--- src/hw/piu_pkg.sv ---
package piu_pkg;
  // ----------------------------------------------------------------
  // Sizes
  // ----------------------------------------------------------------
  localparam int PIU_CHANNELS   = 4;
  localparam int PIU_NODES      = 4;
  localparam int PIU_MSG_W      = 8;
  localparam int PIU_SYN_W      = 2;
  localparam int PIU_ID_W       = 3;
  localparam int PIU_FIFO_DEPTH = 8;
  localparam int PIU_LONG_TICKS = 4;
  localparam int PIU_CNT_W      = 3;
  // ----------------------------------------------------------------
  // Field positions of a timing-pulse pair
  // ----------------------------------------------------------------
  localparam int PIU_PULSE_SHORT = 0;
  localparam int PIU_PULSE_LONG  = 1;
  // ----------------------------------------------------------------
  // Enumerations
  // ----------------------------------------------------------------
  typedef enum logic [1:0] {
    PIU_MODE_STROBED = 2'h0,
    PIU_MODE_BUFFERED = 2'h1,
    PIU_MODE_PE_COMM = 2'h2,
    PIU_MODE_SYNC = 2'h3
  } piu_mode_t;
  typedef enum logic {
    PIU_KIND_PE  = 1'h0,
    PIU_KIND_ACK = 1'h1
  } piu_kind_t;
  typedef enum logic [2:0] {
    PIU_ST_IDLE  = 3'h1,
    PIU_ST_LISTEN = 3'h2,
    PIU_ST_DRAIN = 3'h4
  } piu_state_t;
endpackage

--- src/hw/piu_link_if.sv ---
`timescale 1ns/1ps
// ------------------------------------------------------------------
// Link between input unit and its consumers
// ------------------------------------------------------------------
interface piu_link_if
  import piu_pkg::*;
#(
  parameter int CH   = PIU_CHANNELS,
  parameter int MW   = PIU_MSG_W,
  parameter int IDW  = PIU_ID_W
);
  logic                vote_result_valid;
  logic                vote_result_final;
  logic                diag_result_valid;
  logic [CH-1:0]       diag_channel_bad;
  logic [CH-1:0][1:0]  rx_init_pulses;
  logic [CH-1:0][1:0]  rx_echo_pulses;
  logic [CH-1:0][MW-1:0] rx_msg_content;
  logic [CH-1:0]       rx_msg_strobe;
  logic                inunit_done;
  logic                inunit_listening;
  piu_kind_t           msg_kind_tag;
  logic [IDW-1:0]      msg_origin_node;
  logic                sink_ready;

  modport unit (
    input  vote_result_valid, vote_result_final, diag_result_valid, diag_channel_bad,
    input  sink_ready,
    output rx_init_pulses, rx_echo_pulses, rx_msg_content, rx_msg_strobe,
    output inunit_done, inunit_listening, msg_kind_tag, msg_origin_node
  );
  modport pipe (
    output vote_result_valid, vote_result_final, diag_result_valid, diag_channel_bad,
    output sink_ready,
    input  rx_init_pulses, rx_echo_pulses, rx_msg_content, rx_msg_strobe,
    input  inunit_done, inunit_listening, msg_kind_tag, msg_origin_node
  );
endinterface

--- src/hw/piu_fifo.sv ---
`timescale 1ns/1ps
module piu_fifo
#(
  parameter int W = 8,
  parameter int D = 8
)
(
  input  wire logic         i_sys_clk,
  input  wire logic         i_rst_n,
  input  wire logic         i_in_valid,
  output logic              o_in_ready,
  input  wire logic [W-1:0] i_in_data,
  output logic              o_out_valid,
  input  wire logic         i_out_ready,
  output logic [W-1:0]      o_out_data
);
  localparam int AW = $clog2(D);
  // ----------------------------------------------------------------
  // State
  // ----------------------------------------------------------------
  typedef struct packed {
    logic [AW-1:0] wr;
    logic [AW-1:0] rd;
    logic [AW:0]   cnt;
  } piu_fifo_st_t;
  piu_fifo_st_t  s_q;
  piu_fifo_st_t  s_d;
  logic [W-1:0]  mem [D];
  logic          push;
  logic          pop;

  assign o_in_ready  = (s_q.cnt != (AW+1)'(D));
  assign o_out_valid = (s_q.cnt != '0);
  assign o_out_data  = mem[s_q.rd];
  assign push        = i_in_valid && o_in_ready;
  assign pop         = o_out_valid && i_out_ready;

  always_comb
  begin
    s_d = s_q;
    if (push)
    begin
      s_d.wr = (s_q.wr == AW'(D-1)) ? '0 : s_q.wr + 1'b1;
    end
    if (pop)
    begin
      s_d.rd = (s_q.rd == AW'(D-1)) ? '0 : s_q.rd + 1'b1;
    end
    s_d.cnt = s_q.cnt + (AW+1)'(push) - (AW+1)'(pop);
  end

  // Storage needs no reset; only the count defines validity
  always_ff @(posedge i_sys_clk)
  begin
    if (push)
    begin
      mem[s_q.wr] <= i_in_data;
    end
  end

  always_ff @(posedge i_sys_clk or negedge i_rst_n)
  begin
    if (!i_rst_n)
    begin
      s_q <= '0;
    end
    else
    begin
      s_q <= s_d;
    end
  end
endmodule

--- src/hw/piu_unit.sv ---
`timescale 1ns/1ps
// Summary of operation
// - Voter flags each new result valid
// - Voter marks final result while valid
// - Diagnosis gives one bad bit per channel
// - Diagnosis flags each new result valid
// - Per-channel INIT short and long pulses
// - Per-channel ECHO short and long pulses
// - Sync pulses matter only during sync
// - Content valid with strobe or done flag
// - Output strobe one tick after input strobe
// - Done flag on activity end, low at reset
// - Listening flag while messages expected
// - Tag PE or acknowledge while done high
// - Origin node one to N on dequeue done, zero until first dequeue
// - Capture content and syndrome on strobe
module piu_unit
  import piu_pkg::*;
#(
  parameter int CH    = PIU_CHANNELS,
  parameter int NODES = PIU_NODES,
  parameter int MW    = PIU_MSG_W,
  parameter int SW    = PIU_SYN_W,
  parameter int IDW   = PIU_ID_W
)
(
  input  wire logic                  i_sys_clk,
  input  wire logic                  i_rst_n,
  input  wire logic                  i_minor_reset,
  input  wire piu_mode_t             i_rx_mode,
  input  wire logic                  i_window_open,
  input  wire logic [CH-1:0]         i_link_strobe_in,
  input  wire logic [CH-1:0][MW-1:0] i_receiver_content,
  input  wire logic [CH-1:0][SW-1:0] i_receiver_syndrome,
  input  wire logic [CH-1:0]         i_accept_init,
  input  wire logic [CH-1:0]         i_accept_echo,
  output logic [CH-1:0][SW-1:0]      o_syndrome,
  output logic                       o_vote_final,
  output logic [CH-1:0]              o_diag_bad,
  piu_link_if.unit                   lnk
);
  // ----------------------------------------------------------------
  // State
  // ----------------------------------------------------------------
  localparam int FW = MW + SW + IDW;
  typedef struct packed {
    piu_state_t                  st;
    logic [CH-1:0]               strobe;
    logic [CH-1:0][MW-1:0]       content;
    logic [CH-1:0][SW-1:0]       syn;
    logic [CH-1:0][1:0]          init_p;
    logic [CH-1:0][1:0]          echo_p;
    logic [CH-1:0][PIU_CNT_W-1:0] init_cnt;
    logic [CH-1:0][PIU_CNT_W-1:0] echo_cnt;
    logic                        done;
    logic                        listening;
    piu_kind_t                   kind;
    logic [IDW-1:0]              origin;
    logic                        vfinal;
    logic [CH-1:0]               dbad;
  } piu_unit_st_t;
  piu_unit_st_t s_q;
  piu_unit_st_t s_d;

  // Buffered path: first channel with a strobe is queued per tick
  logic           f_in_valid;
  logic [FW-1:0]  f_in_data;
  logic           f_out_valid;
  logic           f_out_ready;
  logic [FW-1:0]  f_out_data;
  logic [IDW-1:0] pick_id;
  logic [MW-1:0]  pick_msg;
  logic [SW-1:0]  pick_syn;

  always_comb
  begin
    f_in_valid = 1'b0;
    pick_id    = '0;
    pick_msg   = '0;
    pick_syn   = '0;
    for (int c = CH - 1; c >= 0; c--)
    begin
      if (i_link_strobe_in[c])
      begin
        f_in_valid = (i_rx_mode == PIU_MODE_BUFFERED) || (i_rx_mode == PIU_MODE_PE_COMM);
        pick_id    = IDW'(c + 1);
        pick_msg   = i_receiver_content[c];
        pick_syn   = i_receiver_syndrome[c];
      end
    end
  end
  assign f_in_data   = {pick_id, pick_syn, pick_msg};
  // One entry leaves per done pulse; a stalled sink leaves it queued
  assign f_out_ready = lnk.sink_ready && !s_q.done && (s_q.st != PIU_ST_IDLE);

  piu_fifo #(
    .W (FW),
    .D (PIU_FIFO_DEPTH)
  ) u_fifo (
    .i_sys_clk   (i_sys_clk),
    .i_rst_n     (i_rst_n),
    .i_in_valid  (f_in_valid),
    .o_in_ready  (),
    .i_in_data   (f_in_data),
    .o_out_valid (f_out_valid),
    .i_out_ready (f_out_ready),
    .o_out_data  (f_out_data)
  );

  // ----------------------------------------------------------------
  // Next state
  // ----------------------------------------------------------------
  always_comb
  begin
    s_d        = s_q;
    s_d.done   = 1'b0;
    s_d.vfinal = lnk.vote_result_valid && lnk.vote_result_final;
    if (lnk.diag_result_valid)
    begin
      s_d.dbad = lnk.diag_channel_bad;
    end
    s_d.strobe = i_minor_reset ? '0 : i_link_strobe_in;
    for (int c = 0; c < CH; c++)
    begin
      if (i_link_strobe_in[c])
      begin
        s_d.content[c] = i_receiver_content[c];
        s_d.syn[c]     = i_receiver_syndrome[c];
      end
      // Short pulse lasts one tick; long pulse a fixed count
      s_d.init_p[c][PIU_PULSE_SHORT] = i_accept_init[c];
      s_d.echo_p[c][PIU_PULSE_SHORT] = i_accept_echo[c];
      if (i_accept_init[c])
      begin
        s_d.init_cnt[c] = PIU_CNT_W'(PIU_LONG_TICKS);
      end
      else if (s_q.init_cnt[c] != '0)
      begin
        s_d.init_cnt[c] = s_q.init_cnt[c] - 1'b1;
      end
      if (i_accept_echo[c])
      begin
        s_d.echo_cnt[c] = PIU_CNT_W'(PIU_LONG_TICKS);
      end
      else if (s_q.echo_cnt[c] != '0)
      begin
        s_d.echo_cnt[c] = s_q.echo_cnt[c] - 1'b1;
      end
      // Outside sync mode these are don't-care, left running for simplicity
      s_d.init_p[c][PIU_PULSE_LONG] = (s_d.init_cnt[c] != '0);
      s_d.echo_p[c][PIU_PULSE_LONG] = (s_d.echo_cnt[c] != '0);
    end
    case (s_q.st)
      PIU_ST_IDLE:
      begin
        if (i_window_open)
        begin
          s_d.st        = PIU_ST_LISTEN;
          s_d.listening = 1'b1;
        end
      end
      PIU_ST_LISTEN:
      begin
        if (f_out_valid && f_out_ready)
        begin
          s_d.done    = 1'b1;
          s_d.content[0] = f_out_data[MW-1:0];
          s_d.origin  = f_out_data[FW-1 -: IDW];
          s_d.kind    = (f_out_data[MW+SW-1 -: SW] != '0) ? PIU_KIND_ACK : PIU_KIND_PE;
        end
        if (!i_window_open)
        begin
          s_d.st        = PIU_ST_DRAIN;
          s_d.listening = 1'b0;
        end
      end
      PIU_ST_DRAIN:
      begin
        if (f_out_valid && f_out_ready)
        begin
          s_d.done    = 1'b1;
          s_d.content[0] = f_out_data[MW-1:0];
          s_d.origin  = f_out_data[FW-1 -: IDW];
          s_d.kind    = (f_out_data[MW+SW-1 -: SW] != '0) ? PIU_KIND_ACK : PIU_KIND_PE;
        end
        // Wait out a pop's done pulse so two never run back to back
        else if (!f_out_valid && !s_q.done)
        begin
          s_d.st   = PIU_ST_IDLE;
          s_d.done = 1'b1;
        end
      end
      default:
      begin
        s_d.st = PIU_ST_IDLE;
      end
    endcase
    if (i_minor_reset)
    begin
      s_d.st        = PIU_ST_IDLE;
      s_d.listening = 1'b0;
      s_d.done      = 1'b0;
    end
  end

  always_ff @(posedge i_sys_clk or negedge i_rst_n)
  begin
    if (!i_rst_n)
    begin
      s_q    <= '0;
      s_q.st <= PIU_ST_IDLE;
    end
    else
    begin
      s_q <= s_d;
    end
  end

  // ----------------------------------------------------------------
  // Outputs
  // ----------------------------------------------------------------
  assign lnk.rx_init_pulses   = s_q.init_p;
  assign lnk.rx_echo_pulses   = s_q.echo_p;
  assign lnk.rx_msg_content   = s_q.content;
  assign lnk.rx_msg_strobe    = s_q.strobe;
  assign lnk.inunit_done      = s_q.done;
  assign lnk.inunit_listening = s_q.listening;
  assign lnk.msg_kind_tag     = s_q.kind;
  assign lnk.msg_origin_node  = s_q.origin;
  assign o_syndrome           = s_q.syn;
  assign o_vote_final         = s_q.vfinal;
  assign o_diag_bad           = s_q.dbad;
endmodule

--- src/flat_wrapper.sv ---
// flat-port wrapper written by rule: the top's interface ports become plain ports
module piu_unit_flat import piu_pkg::*;
#(
  parameter int CH    = PIU_CHANNELS,
  parameter int NODES = PIU_NODES,
  parameter int MW    = PIU_MSG_W,
  parameter int SW    = PIU_SYN_W,
  parameter int IDW   = PIU_ID_W
)
  (i_sys_clk, i_rst_n, i_minor_reset, i_rx_mode, i_window_open, i_link_strobe_in, i_receiver_content, i_receiver_syndrome, i_accept_init, i_accept_echo, o_syndrome, o_vote_final, o_diag_bad, lnk_vote_result_valid, lnk_vote_result_final, lnk_diag_result_valid, lnk_diag_channel_bad, lnk_sink_ready, lnk_rx_init_pulses, lnk_rx_echo_pulses, lnk_rx_msg_content, lnk_rx_msg_strobe, lnk_inunit_done, lnk_inunit_listening, lnk_msg_kind_tag, lnk_msg_origin_node);
  piu_link_if #(.CH(CH), .MW(MW), .IDW(IDW)) lnk_i ();
  input  wire logic i_sys_clk;
  input  wire logic i_rst_n;
  input  wire logic i_minor_reset;
  input  wire piu_mode_t i_rx_mode;
  input  wire logic i_window_open;
  input  wire logic [CH-1:0] i_link_strobe_in;
  input  wire logic [CH-1:0][MW-1:0] i_receiver_content;
  input  wire logic [CH-1:0][SW-1:0] i_receiver_syndrome;
  input  wire logic [CH-1:0] i_accept_init;
  input  wire logic [CH-1:0] i_accept_echo;
  output logic [CH-1:0][SW-1:0] o_syndrome;
  output logic o_vote_final;
  output logic [CH-1:0] o_diag_bad;
  input wire logic [$bits(lnk_i.vote_result_valid)-1:0] lnk_vote_result_valid;
  input wire logic [$bits(lnk_i.vote_result_final)-1:0] lnk_vote_result_final;
  input wire logic [$bits(lnk_i.diag_result_valid)-1:0] lnk_diag_result_valid;
  input wire logic [$bits(lnk_i.diag_channel_bad)-1:0] lnk_diag_channel_bad;
  input wire logic [$bits(lnk_i.sink_ready)-1:0] lnk_sink_ready;
  output wire logic [$bits(lnk_i.rx_init_pulses)-1:0] lnk_rx_init_pulses;
  output wire logic [$bits(lnk_i.rx_echo_pulses)-1:0] lnk_rx_echo_pulses;
  output wire logic [$bits(lnk_i.rx_msg_content)-1:0] lnk_rx_msg_content;
  output wire logic [$bits(lnk_i.rx_msg_strobe)-1:0] lnk_rx_msg_strobe;
  output wire logic [$bits(lnk_i.inunit_done)-1:0] lnk_inunit_done;
  output wire logic [$bits(lnk_i.inunit_listening)-1:0] lnk_inunit_listening;
  output wire logic [$bits(lnk_i.msg_kind_tag)-1:0] lnk_msg_kind_tag;
  output wire logic [$bits(lnk_i.msg_origin_node)-1:0] lnk_msg_origin_node;
  assign lnk_i.vote_result_valid = lnk_vote_result_valid;
  assign lnk_i.vote_result_final = lnk_vote_result_final;
  assign lnk_i.diag_result_valid = lnk_diag_result_valid;
  assign lnk_i.diag_channel_bad = lnk_diag_channel_bad;
  assign lnk_i.sink_ready = lnk_sink_ready;
  assign lnk_rx_init_pulses = lnk_i.rx_init_pulses;
  assign lnk_rx_echo_pulses = lnk_i.rx_echo_pulses;
  assign lnk_rx_msg_content = lnk_i.rx_msg_content;
  assign lnk_rx_msg_strobe = lnk_i.rx_msg_strobe;
  assign lnk_inunit_done = lnk_i.inunit_done;
  assign lnk_inunit_listening = lnk_i.inunit_listening;
  assign lnk_msg_kind_tag = lnk_i.msg_kind_tag;
  assign lnk_msg_origin_node = lnk_i.msg_origin_node;
  piu_unit #(.CH(CH), .NODES(NODES), .MW(MW), .SW(SW), .IDW(IDW)) u_core (.i_sys_clk(i_sys_clk), .i_rst_n(i_rst_n), .i_minor_reset(i_minor_reset), .i_rx_mode(i_rx_mode), .i_window_open(i_window_open), .i_link_strobe_in(i_link_strobe_in), .i_receiver_content(i_receiver_content), .i_receiver_syndrome(i_receiver_syndrome), .i_accept_init(i_accept_init), .i_accept_echo(i_accept_echo), .o_syndrome(o_syndrome), .o_vote_final(o_vote_final), .o_diag_bad(o_diag_bad), .lnk(lnk_i));
endmodule
--- config.mk ---
export PLATFORM = sky130hd
export DESIGN_NAME = piu_unit_flat
export DESIGN_NICKNAME = d
export VERILOG_FILES = /design/src/hw/piu_pkg.sv /design/src/hw/piu_link_if.sv /design/src/hw/piu_fifo.sv /design/src/hw/piu_unit.sv /design/src/flat_wrapper.sv
export SDC_FILE = /design/constraint.sdc
export NUM_CORES = 1
export LEC_CHECK = 0
export BUFFER_PORTS_ARGS = -buffer_cell sky130_fd_sc_hd__buf_2
export CAP_MARGIN = 25
export CORE_MARGIN = 2
export CORE_UTILIZATION = 50
export CTS_CLUSTER_DIAMETER = 60
export CTS_CLUSTER_SIZE = 10
export DETAILED_ROUTE_END_ITERATION = 16
export PLACE_DENSITY_LB_ADDON = 0.3
export SKIP_LAST_GASP = 1
export SLEW_MARGIN = 20
export SYNTH_ARGS = -nofsm -noshare
export SYNTH_HDL_FRONTEND = slang
export SYNTH_SLANG_ARGS = --single-unit
export TNS_END_PERCENT = 1
--- constraint.sdc ---
create_clock -name i_sys_clk -period 2.52 [get_ports i_sys_clk]
set_clock_uncertainty 0.05 [all_clocks]
set_input_delay 0 -clock i_sys_clk [delete_from_list [all_inputs] [get_ports i_sys_clk]]
set_output_delay 0 -clock i_sys_clk [all_outputs]
set_load 0.02 [all_outputs]
=== Word level (Yosys, flattened, before mapping) ===
Memories as Yosys holds them, arrays and structs flattened.
Cells that the tools add are included.

* Bits in registers: 108
* Latch bits: 0
* Bits in writable memories: 104
* ROM bits: 0
* Output and inout port bits: 71
* Logic and storage cells: 148
* Memories: 1

{| class="wikitable"
|+ Memory list
! memory !! depth !! bits a word !! read ports !! clocked after Yosys merged registers in !! write ports !! RTL line !! RTL
|-
| u_core.u_fifo.mem || 8 || 13 || 1 || 0 || 1 || piu_fifo.sv:28 || <nowiki>logic [W-1:0] mem [D];</nowiki>
|}

* Add/subtract/negate cells: 12
* Multiply operators: 0
* Div/mod/pow operators: 0
* Magnitude comparators: 0
* Equality and inequality tests: 13
* Shift operators: 0
* Muxes and demuxes: 55
* Bitwise gates (word level): 0
* Reductions and logical operators: 32

{| class="wikitable"
|+ Operators by type and width
! kind !! number
|-
| two-way mux 3 bit || 27
|-
| two-way mux 8 bit || 7
|-
| nonzero test 3 bit || 17
|-
| subtractor 3 x 1 -> 3 bit, second input constant || 8
|-
| two-way mux 1 bit || 12
|-
| two-way mux 2 bit || 5
|-
| == test 3 bit, second input constant || 3
|-
| inequality test 3 bit, second input constant || 3
|-
| one-hot mux 3 bit (3 select lines) || 1
|-
| adder 3 x 1 -> 3 bit, second input constant || 2
|-
| logical AND 1 bit || 6
|-
| adder 4 x 1 -> 4 bit || 1
|-
| two-way mux 4 bit || 1
|-
| inequality test 4 bit, second input constant || 1
|-
| one-hot mux 1 bit (2 select lines) || 2
|-
| AND reduction 4 bit || 1
|-
| nonzero test 4 bit || 1
|-
| subtractor 4 x 1 -> 4 bit || 1
|-
| == test 3 x 1 -> 1 bit, second input constant || 1
|-
| == test 3 x 2 -> 1 bit, second input constant || 1
|-
| inequality test 3 x 1 -> 1 bit, second input constant || 1
|-
| inequality test 3 x 2 -> 1 bit, second input constant || 1
|-
| AND reduction 3 bit || 1
|-
| == test 2 x 1 -> 1 bit, second input constant || 1
|-
| other kinds (6) || 7
|}

=== Depth between registers and ports, before layout ===
Gate-level depths: netlist of run 1.

* Word-level depth: 9
* Mapped depth: 11

=== By module ===
Synthesis of run 1 repeated with hierarchy kept, for this count alone.

* Cells, all modules: 660
* Area total of the unflattened synthesis: 9,655.5 um2

{| class="wikitable"
|+ By module, submodules not included
! module !! times used !! cells each !! area an instance (um2)
|-
| piu_unit || 1 || 453 || 5,038.6
|-
| piu_fifo || 1 || 207 || 4,616.9
|}

=== Least setup slack after synthesis of run 1 ===
OpenSTA, ideal clock, no wires.

* Path kind: register to register
* Start point: register u_core.u_fifo.s_q[2] (netlist name)
* End point: memory u_core.u_fifo.mem[3][0] (netlist name), enable pin
* Data arrival time: 2,233 ps
* Data required time: 2,068 ps
* Path slack: -166 ps
* Cell stages (with the launch flop): 6
* Path buffers: 0
* Period minus slack after synthesis: 2,686 ps
* Path through: dfrtp_1 -> inv_1 -> ha_1 -> a211o_1 -> or2_2 -> nor3b_1

* Cells in the longest elaborated chain, start to end: 4

{| class="wikitable"
|+ Ends and longest elaborated chain
! what !! RTL line !! RTL
|-
| from (decl) || piu_fifo.sv:26 || <nowiki>piu_fifo_st_t s_q;</nowiki>
|-
| from (signal assigned) || piu_fifo.sv:65 || <nowiki>s_q <= '0;</nowiki>
|-
| from (signal assigned) || piu_fifo.sv:69 || <nowiki>s_q <= s_d;</nowiki>
|-
| inequality test 4 bit || piu_fifo.sv:32 || <nowiki>assign o_in_ready = (s_q.cnt != (AW+1)'(D));</nowiki>
|-
| logical AND 1 bit || piu_fifo.sv:35 || <nowiki>assign push = i_in_valid && o_in_ready;</nowiki>
|-
| two-way mux 1 bit || piu_fifo.sv:55 || <nowiki>if (push)</nowiki>
|-
| two-way mux 1 bit (not written as such) || piu_fifo.sv:57 || <nowiki>mem[s_q.wr] <= i_in_data;</nowiki>
|-
| to (decl) || piu_fifo.sv:28 ||
|}

Every way passes these cells.

==> flow_metrics.py, run 1 <==
metrics = {
    "clocking": {
        "clk_pin_slew_ns": 0.05,
        "clkLatencyLatePin_ns": 0.52,
        "clockBufferDepth": 3,
        "cts.sinks": 212,
        "numCtsBuffers": 25,
        "cts_root_buf": "clkbuf_16",
        "h-tree-depth": 1,
        "cts_setup_buffers": 0,
        "cts_tree": "done",
    },
    "floorplan": {
        "start_util_pct": 50.5,
        "core_sq_um": 18500,
        "num_rows": 50,
        "pin_count": 137,
        "dieArea_sq_um": 19800,
        "die_w_um": 141,
        "die_h_um": 141,
    },
    "grt": {
        "gr-total-overflow": 0,
        "track_usage_pct": 21.6,
        "grt_pass1_wl_um": 33600,
        "antenna_found_initial": 1,
        "grt_max_degree": 101,
        "first_global_vias": 6557,
    },
    "worst_hold_path": {
        "hp-class": "input pin to flip-flop",
        "whs_path_depth": 3,
        "hold_start": "i_link_strobe_in[0]",
        "min_to": "u_core.lnk.rx_msg_strobe[0]",
    },
    "power": {
        "p_leak_nw": 5.09,
        "ir_drop_v": 0.000622,
        "totalPowerFinal_mw": 11.2,
        "power_density_nw_per_um2": 958,
    },
    "setup_path": {
        "r2r_start": "u_core.u_fifo.s_q[3]",
        "reg2reg_setup_slack_ns": 0.13,
        "start_kind": "flip-flop",
        "path_max_fanout": 3,
        "crit_slowest_cell": "dfrtp_1",
        "path_cells": "inv_1 > ha_1 > or3b_4 > nand2_2 > nor3_1 > ha_1 > inv_1 > ha_2 > fa_2 > xor2_1",
        "worstSetupEndpointType": "flip-flop",
        "timing.rr.end": "u_core.u_fifo.s_q[2]",
        "worstPathArrival_ns": 2.74,
        "required_ns": 2.87,
        "slowest_delay_ns": 0.39,
        "critPathKind": "flip-flop to flip-flop",
        "r2r.worst_path.cells": 10,
    },
    "placed_design": {
        "gp_congestion": 0.779,
        "io_buffers": 136,
        "post-place-ws_ns": -0.0410,
        "dp_hpwl_um": 13000,
    },
    "layout": {
        "area_growth_pct": 24.6,
        "fill_cells": 1374,
        "drive_gt1_share_pct": 28.4,
        "fin_nets": 992,
        "n_antenna_cell": 0,
    },
    "logic_synthesis": {
        "yosysTopAreaCellShare_pct": 33.4,
        "synth_edf_count": 104,
        "synth_area_sq_um": 9350,
        "yosysUniqueCellTypes": 41,
        "synthArstFlopShare_pct": 50.9,
        "ys_seq_elements": 212,
        "netlist_instances": 694,
        "ys_seq_area_share_pct": 62.3,
        "synth_ff_type": "dfrtp_1",
        "synthTopCellsByArea": "edfxtp_1, dfrtp_1, buf_4",
        "syn_nets": 795,
        "syn_avg_cell_area_sq_um": 13.5,
        "synth_warnings": 0,
        "yosysTopAreaCell": "edfxtp_1",
    },
    "detailed_routing": {
        "dr.pass1.iters": 5,
        "wl_per_cell_um": 18.4,
        "via_count": 5915,
        "avgViaCountPerCell": 5.19,
        "drt-total-wl_um": 21000,
        "drc": 0,
        "drt_iter0_markers": 364,
        "ant_nets": 0,
    },
    "timing": {
        "drv_slew": 0,
        "min_period_over_period_pct": 94.7,
        "rsz0062_at_grt": "no",
        "layout_setup_ws_ns": 0.134,
        "setup_tns_ns": 0,
        "finalHoldViolations": 0,
        "max_freq_ghz": 0.419,
        "slew_headroom_pct": 42.7,
        "worstMarginPinSlew_ns": 0.851,
        "setup_viol": 0,
        "fin_crit_ns": 2.39,
    },
    "status": {
        "status": "finished, final reports clean",
    },
    "job": {
        "maxCapViolations": 0,
    },
}
==> how the worst max path moves through the flow <==
stage,from,endpoint,slack (ns),cells after the start
after floorplan,u_core.u_fifo.s_q[2],u_core.u_fifo.mem[5][0],-0.16,5
after global placement,u_core.u_fifo.s_q[2],u_core.u_fifo.s_q[2],0.07,10
after detailed placement,u_core.u_fifo.s_q[2],u_core.u_fifo.s_q[2],-0.04,10
after CTS,u_core.u_fifo.s_q[2],u_core.u_fifo.s_q[2],0.02,10
after global routing,u_core.u_fifo.s_q[3],u_core.u_fifo.s_q[3],0.01,11
final,u_core.u_fifo.s_q[3],u_core.u_fifo.s_q[2],0.13,10
==> cell families (layout without fill, tap and decap cells) <==
logic type	Yosys count	count (layout)	synth area share (%)
multiplexers	69	69	10.7
XOR/XNOR	12	12	1.12
flip-flops	212	212	62.3
AND/OR/NAND/NOR	128	128	6.65
buffers and inverters	155	366	9.16
adder cells (fa/ha/maj)	35	35	4.77
AO/OA/AOI/OAI	83	83	5.29
==> critical path, delay by kind of cell (launching register included) <==
| kind | cells | cell delay [ns] |
|---|---|---|
| DFF | 1 | 0.39 |
| xor gates and xnor gates | 1 | 0.16 |
| and+or+nand+nor | 3 | 0.54 |
| buffers and inverters | 2 | 0.11 |
| adders and majority gates | 4 | 1.00 |
==> cell type report <==
| type | instances | area (sq um) | share of cell area (%) |
|---|---|---|---|
| clock buffer | 39 | 678 | 5.82 |
| inverter | 64 | 240 | 2.06 |
| clock inverter | 2 | 28.8 | 0.247 |
| multi-input combinational | 327 | 2680 | 23.0 |
| sequential | 212 | 5830 | 50.0 |
| timing repair buffer | 261 | 1900 | 16.3 |
| tap | 234 | 293 | 2.51 |
==> per-stage QoR <==
stage,hold WS (ns),std cells,util (%),cell area (sq um)
final,0.0223,1139,62.9,11600
after global routing,0.0381,1139,62.9,11600
after CTS,0.0182,1139,62.8,11600
after detailed placement,-0.196,998,53.6,9920
after global placement,-0.203,998,53.6,9920
after floorplan,-0.346,694,-,9350
==> cells in the mapped netlist, types with 7 or more instances <==
cell type and instances:
nor2_1 38, nand2_1 44, nand2b_1 7, or2_2 10
edfxtp_1 104, a21oi_1 11, mux4_2 22, inv_1 64
o211ai_1 11, mux2_2 21, buf_4 69, xor2_1 10
ha_1 34, o21ai_0 44, dfrtp_1 107, clkbuf_1 12
or3b_2 9, mux2i_1 25
==> routing by layer <==
layer / track usage (%) / share of wire [%]
met1: 26.1 / 40
met2: 39.6 / 53
met3: 3.97 / 4.5
met4: 6.16 / 2.2
met5: 0 / 0.057
==> cell usage in the layout (no fill, tap or decap), drive strengths merged, types with 7 or more instances in the layout <==
cell         netlist  layout
buf               79     161
dfrtp            107     107
edfxtp           104     104
dlygate4sd3        0     100
inv               64      66
o21ai             44      44
nand2             44      44
clkbuf            12      39
nor2              38      38
ha                34      34
mux2i             25      25
mux4              22      22
mux2              22      22
a21oi             11      11
o211ai            11      11
xor2              10      10
or2               10      10
or3b               9       9
nand2b             7       7
==> state kept, by name, indices dropped and copies added, names as in the netlist <==
signal	cells
u_core.lnk.rx_msg_strobe	4
u_core.lnk.rx_msg_content	32
u_core.o_vote_final	1
u_core.lnk.msg_origin_node	3
u_core.lnk.inunit_done	1
u_core.lnk.msg_kind_tag	1
u_core.u_fifo.mem	104
u_core.lnk.rx_init_pulses	8
u_core.u_fifo.s_q	10
u_core.lnk.inunit_listening	1
u_core.o_syndrome	8
u_core.o_diag_bad	4
u_core.s_q	27
u_core.lnk.rx_echo_pulses	8
==> repair_timing <==
| action | 4_1_cts | 5_1_grt |
|---|---|---|
| pin swaps | 0 | 1 |
| hold endpoints to repair | 242 | 0 |
| cloned | 0 | 0 |
| endpoints found under the setup margin | 1 | 3 |
| resized for setup | 2 | 3 |
| hold buffers | 100 | 0 |
==> where the power goes <==
group	total, mW	internal [mW]	switching, mW
sequential	4.68	4.33	0.353
clock	3.18	1.85	1.33
combinational	3.30	1.52	1.78
No activity file was read; power rests on OpenSTA's default activity.
==> run 2: changes to the inputs <==
--- a/config.mk
+++ b/config.mk
@@ -5,6 +5,7 @@
 export SDC_FILE = /design/constraint.sdc
 export NUM_CORES = 1
 export LEC_CHECK = 0
+export ABC_AREA = 1
 export BUFFER_PORTS_ARGS = -buffer_cell sky130_fd_sc_hd__buf_2
 export CAP_MARGIN = 25
 export CORE_MARGIN = 2
==> run 2 against run 1 <==
  * Worst hold slack got worse by 0.010 ns
  * Largest power group unchanged
  * Largest cell class unchanged
  * Power decreased by 3.5%
  * Sequential share of layout area decreased by 0.53 points
  * Area after synthesis increased by 2.6%
  * Register-to-register slack improved by 0.14 ns
  * Synthesized cell count increased by 38%
  * Die area increased by 2.5%
  * Via count increased by 20%
  * Critical path depth unchanged
  * Global-route usage increased by 1.8 points
  * Routed wire length increased by 11%
==> flow_metrics.py, run 2 <==
metrics = {
    "status": {
        "status": "finished, final reports clean",
    },
    "floorplan": {
        "start_util_pct": 51.1,
        "dieArea_sq_um": 20300,
        "num_rows": 50,
        "pin_count": 137,
        "die_h_um": 142,
        "die_w_um": 142,
        "core_sq_um": 18800,
    },
    "grt": {
        "antenna_found_initial": 0,
        "gr-total-overflow": 0,
        "grt_pass1_wl_um": 37000,
        "first_global_vias": 7303,
        "track_usage_pct": 23.3,
        "grt_max_degree": 50,
    },
    "clocking": {
        "clk_pin_slew_ns": 0.06,
        "h-tree-depth": 1,
        "cts_tree": "done",
        "cts_resized": 0,
        "numCtsBuffers": 25,
        "cts_root_buf": "clkbuf_16",
        "clkLatencyLatePin_ns": 0.52,
        "cts.sinks": 212,
        "clockBufferDepth": 3,
    },
    "placed_design": {
        "io_buffers": 136,
        "placed_area_sq_um": 10100,
        "post-place-ws_ns": 0.279,
        "dp_hpwl_um": 13900,
        "dp_cells": 1249,
        "gp_congestion": 0.803,
    },
    "logic_synthesis": {
        "yosysTopAreaCell": "edfxtp_1",
        "synth_ff_type": "dfrtp_1",
        "synth.cells.most_frequent": "nand2_1, dfrtp_1, edfxtp_1",
        "synth_area_sq_um": 9590,
        "yosysUniqueCellTypes": 30,
        "synth_edf_count": 104,
        "synth_most_common_cell": "nand2_1",
        "ys_seq_area_share_pct": 60.8,
        "syn_nets": 1057,
        "netlist_instances": 956,
        "ys_seq_elements": 212,
        "synthArstFlopShare_pct": 50.9,
        "synthTopCellsByArea": "edfxtp_1, dfrtp_1, nand2_1",
        "syn_avg_cell_area_sq_um": 10.0,
        "yosysTopAreaCellShare_pct": 32.6,
        "synth_warnings": 0,
    },
    "setup_path": {
        "worstSetupEndpointType": "flip-flop",
        "worstPathArrival_ns": 2.59,
        "critPathKind": "flip-flop to flip-flop",
        "r2r.worst_path.cells": 10,
        "path_max_fanout": 8,
        "required_ns": 2.87,
        "start_kind": "flip-flop",
    },
    "layout": {
        "mostFrequentLayoutCells": "nand2_1, buf_2, dfrtp_1",
        "final_common_cell": "nand2_1",
        "multi_input_area_sq_um": 2710,
        "seq_area_sq_um": 5830,
        "fin_nets": 1243,
        "instances_no_fill": 1394,
        "final_core_util_pct": 62.7,
        "largest_reg_flops": 104,
        "drive_gt1_share_pct": 17.9,
        "regMostFlops": "u_core.u_fifo.mem",
        "fill_cells": 1421,
        "area_growth_pct": 22.7,
        "stdcell_area_sq_um": 11800,
    },
    "timing": {
        "drv_slew": 0,
        "max_freq_ghz": 0.445,
        "rsz0062_at_grt": "no",
        "whs_ns": 0.0120,
        "finalHoldViolations": 0,
        "setup_viol": 0,
        "min_period_over_period_pct": 89.1,
        "slew_headroom_pct": 40.6,
        "setup_tns_ns": 0,
        "layout_setup_ws_ns": 0.274,
        "worstMarginPinSlew_ns": 0.882,
        "fin_crit_ns": 2.25,
    },
    "power": {
        "pwr-share-comb_pct": 28.6,
        "p_clk_share_pct": 29.5,
        "totalPowerFinal_mw": 10.8,
        "seqPwrFrac_pct": 41.9,
        "p_sw_mw": 3.58,
        "p_leak_nw": 5.51,
        "power_density_nw_per_um2": 915,
        "switching_share_pct": 33.3,
        "p_int_mw": 7.18,
        "ir_drop_v": 0.000679,
    },
    "detailed_routing": {
        "dr.pass1.iters": 5,
        "drt_iter0_markers": 437,
        "wl_per_cell_um": 16.6,
        "avgViaCountPerCell": 5.11,
        "ant_nets": 0,
        "via_count": 7123,
        "drt-total-wl_um": 23200,
        "drc": 0,
    },
    "job": {
        "maxCapViolations": 0,
    },
    "worst_hold_path": {
        "whs_path_depth": 6,
        "hp-class": "input pin to flip-flop",
    },
}
## run 2: cell count changes in the layout (fill, tap and decap cells not counted), moves of 7 or more
| cell | previous run | this run |
|---|---|---|
| xor2_1 | 10 | 2 |
| nor2_1 | 38 | 79 |
| mux2i_1 | 25 | 0 |
| mux2_2 | 21 | 4 |
| nand3_1 | 0 | 80 |
| nand2b_1 | 7 | 0 |
| o221ai_1 | 2 | 10 |
| or3b_2 | 8 | 0 |
| inv_1 | 63 | 93 |
| or3_1 | 0 | 8 |
| mux4_2 | 22 | 0 |
| nand2_1 | 43 | 266 |
| o21ai_0 | 44 | 36 |
| o211ai_1 | 11 | 0 |
## run 2: final timing paths
path	start	end	slack, ns
min in group asynchronous	i_rst_n	u_core.lnk.rx_echo_pulses[5]	0.54
hold / removal	i_rx_mode[0]	u_core.u_fifo.s_q[9]	0.01
max in group asynchronous	i_rst_n	u_core.s_q[21]	0.98
hold reg to reg	u_core.o_syndrome[6]	u_core.o_syndrome[6]	0.43
setup reg to reg	u_core.u_fifo.s_q[2]	u_core.u_fifo.s_q[2]	0.27
setup / recovery	u_core.u_fifo.s_q[2]	u_core.u_fifo.s_q[2]	0.27
## run 2: what timing repair did
| item | 4_1_cts | 5_1_grt |
|---|---|---|
| hold endpoints to repair | 217 | 0 |
| hold buffers | 100 | 0 |
| setup buffers | 0 | 0 |
| setup endpoints to repair | 0 | 0 |
## run 2: layer usage
| layer | share of wire [%] | track usage (%) | wire length, um |
|---|---|---|---|
| met1 | 40 | 29.0 | 9190 |
| met2 | 52 | 41.5 | 12000 |
| met3 | 7.0 | 4.64 | 1630 |
| met4 | 1.8 | 6.51 | 412 |
| met5 | 0 | 0 | 0 |
## run 2: area by class of cell
class                           count  area share (%)
Multi-Input combinational cell    548            23.0
Timing Repair Buffer              258            15.8
Inverter                           97            3.12
Antenna cell                        1          0.0213
Clock buffer                       42            5.86
Clock inverter                      2           0.149
Tap cell                          234            2.49
Sequential cell                   212            49.5
## run 2: worst max-delay path, cell delays in order, from the launching register on
cell and delay, ns:
dfrtp_1 0.36, inv_1 0.10, ha_1 0.15, nand3_1 0.13
nand3_2 0.14, inv_1 0.12, ha_1 0.29, inv_1 0.04
ha_1 0.20, fa_1 0.38, xor2_1 0.17
## run 2: power groups by stage
| stage | combinational, mW | sequential [mW] | clock [mW] |
|---|---|---|---|
| 2_1_floorplan | 2.30 | 4.50 | 0 |
| 3_3_place_gp | 2.84 | 4.55 | 0 |
| 3_5_place_dp | 2.91 | 4.56 | 0 |
| 4_1_cts | 3.07 | 4.50 | 3.22 |
| 5_1_grt | 3.48 | 4.56 | 3.38 |
| 6_report | 3.08 | 4.51 | 3.18 |
## run 2: cell families after synthesis
kind of cell | Yosys count | share of synthesized area (%)
AO/OA/AOI/OAI | 58 | 3.50
XOR/XNOR | 3 | 0.274
adder cells (fa/ha/maj) | 35 | 4.65
buffers and inverters | 196 | 11.0
flip-flops | 212 | 60.8
multiplexers | 4 | 0.470
AND/OR/NAND/NOR | 448 | 19.4
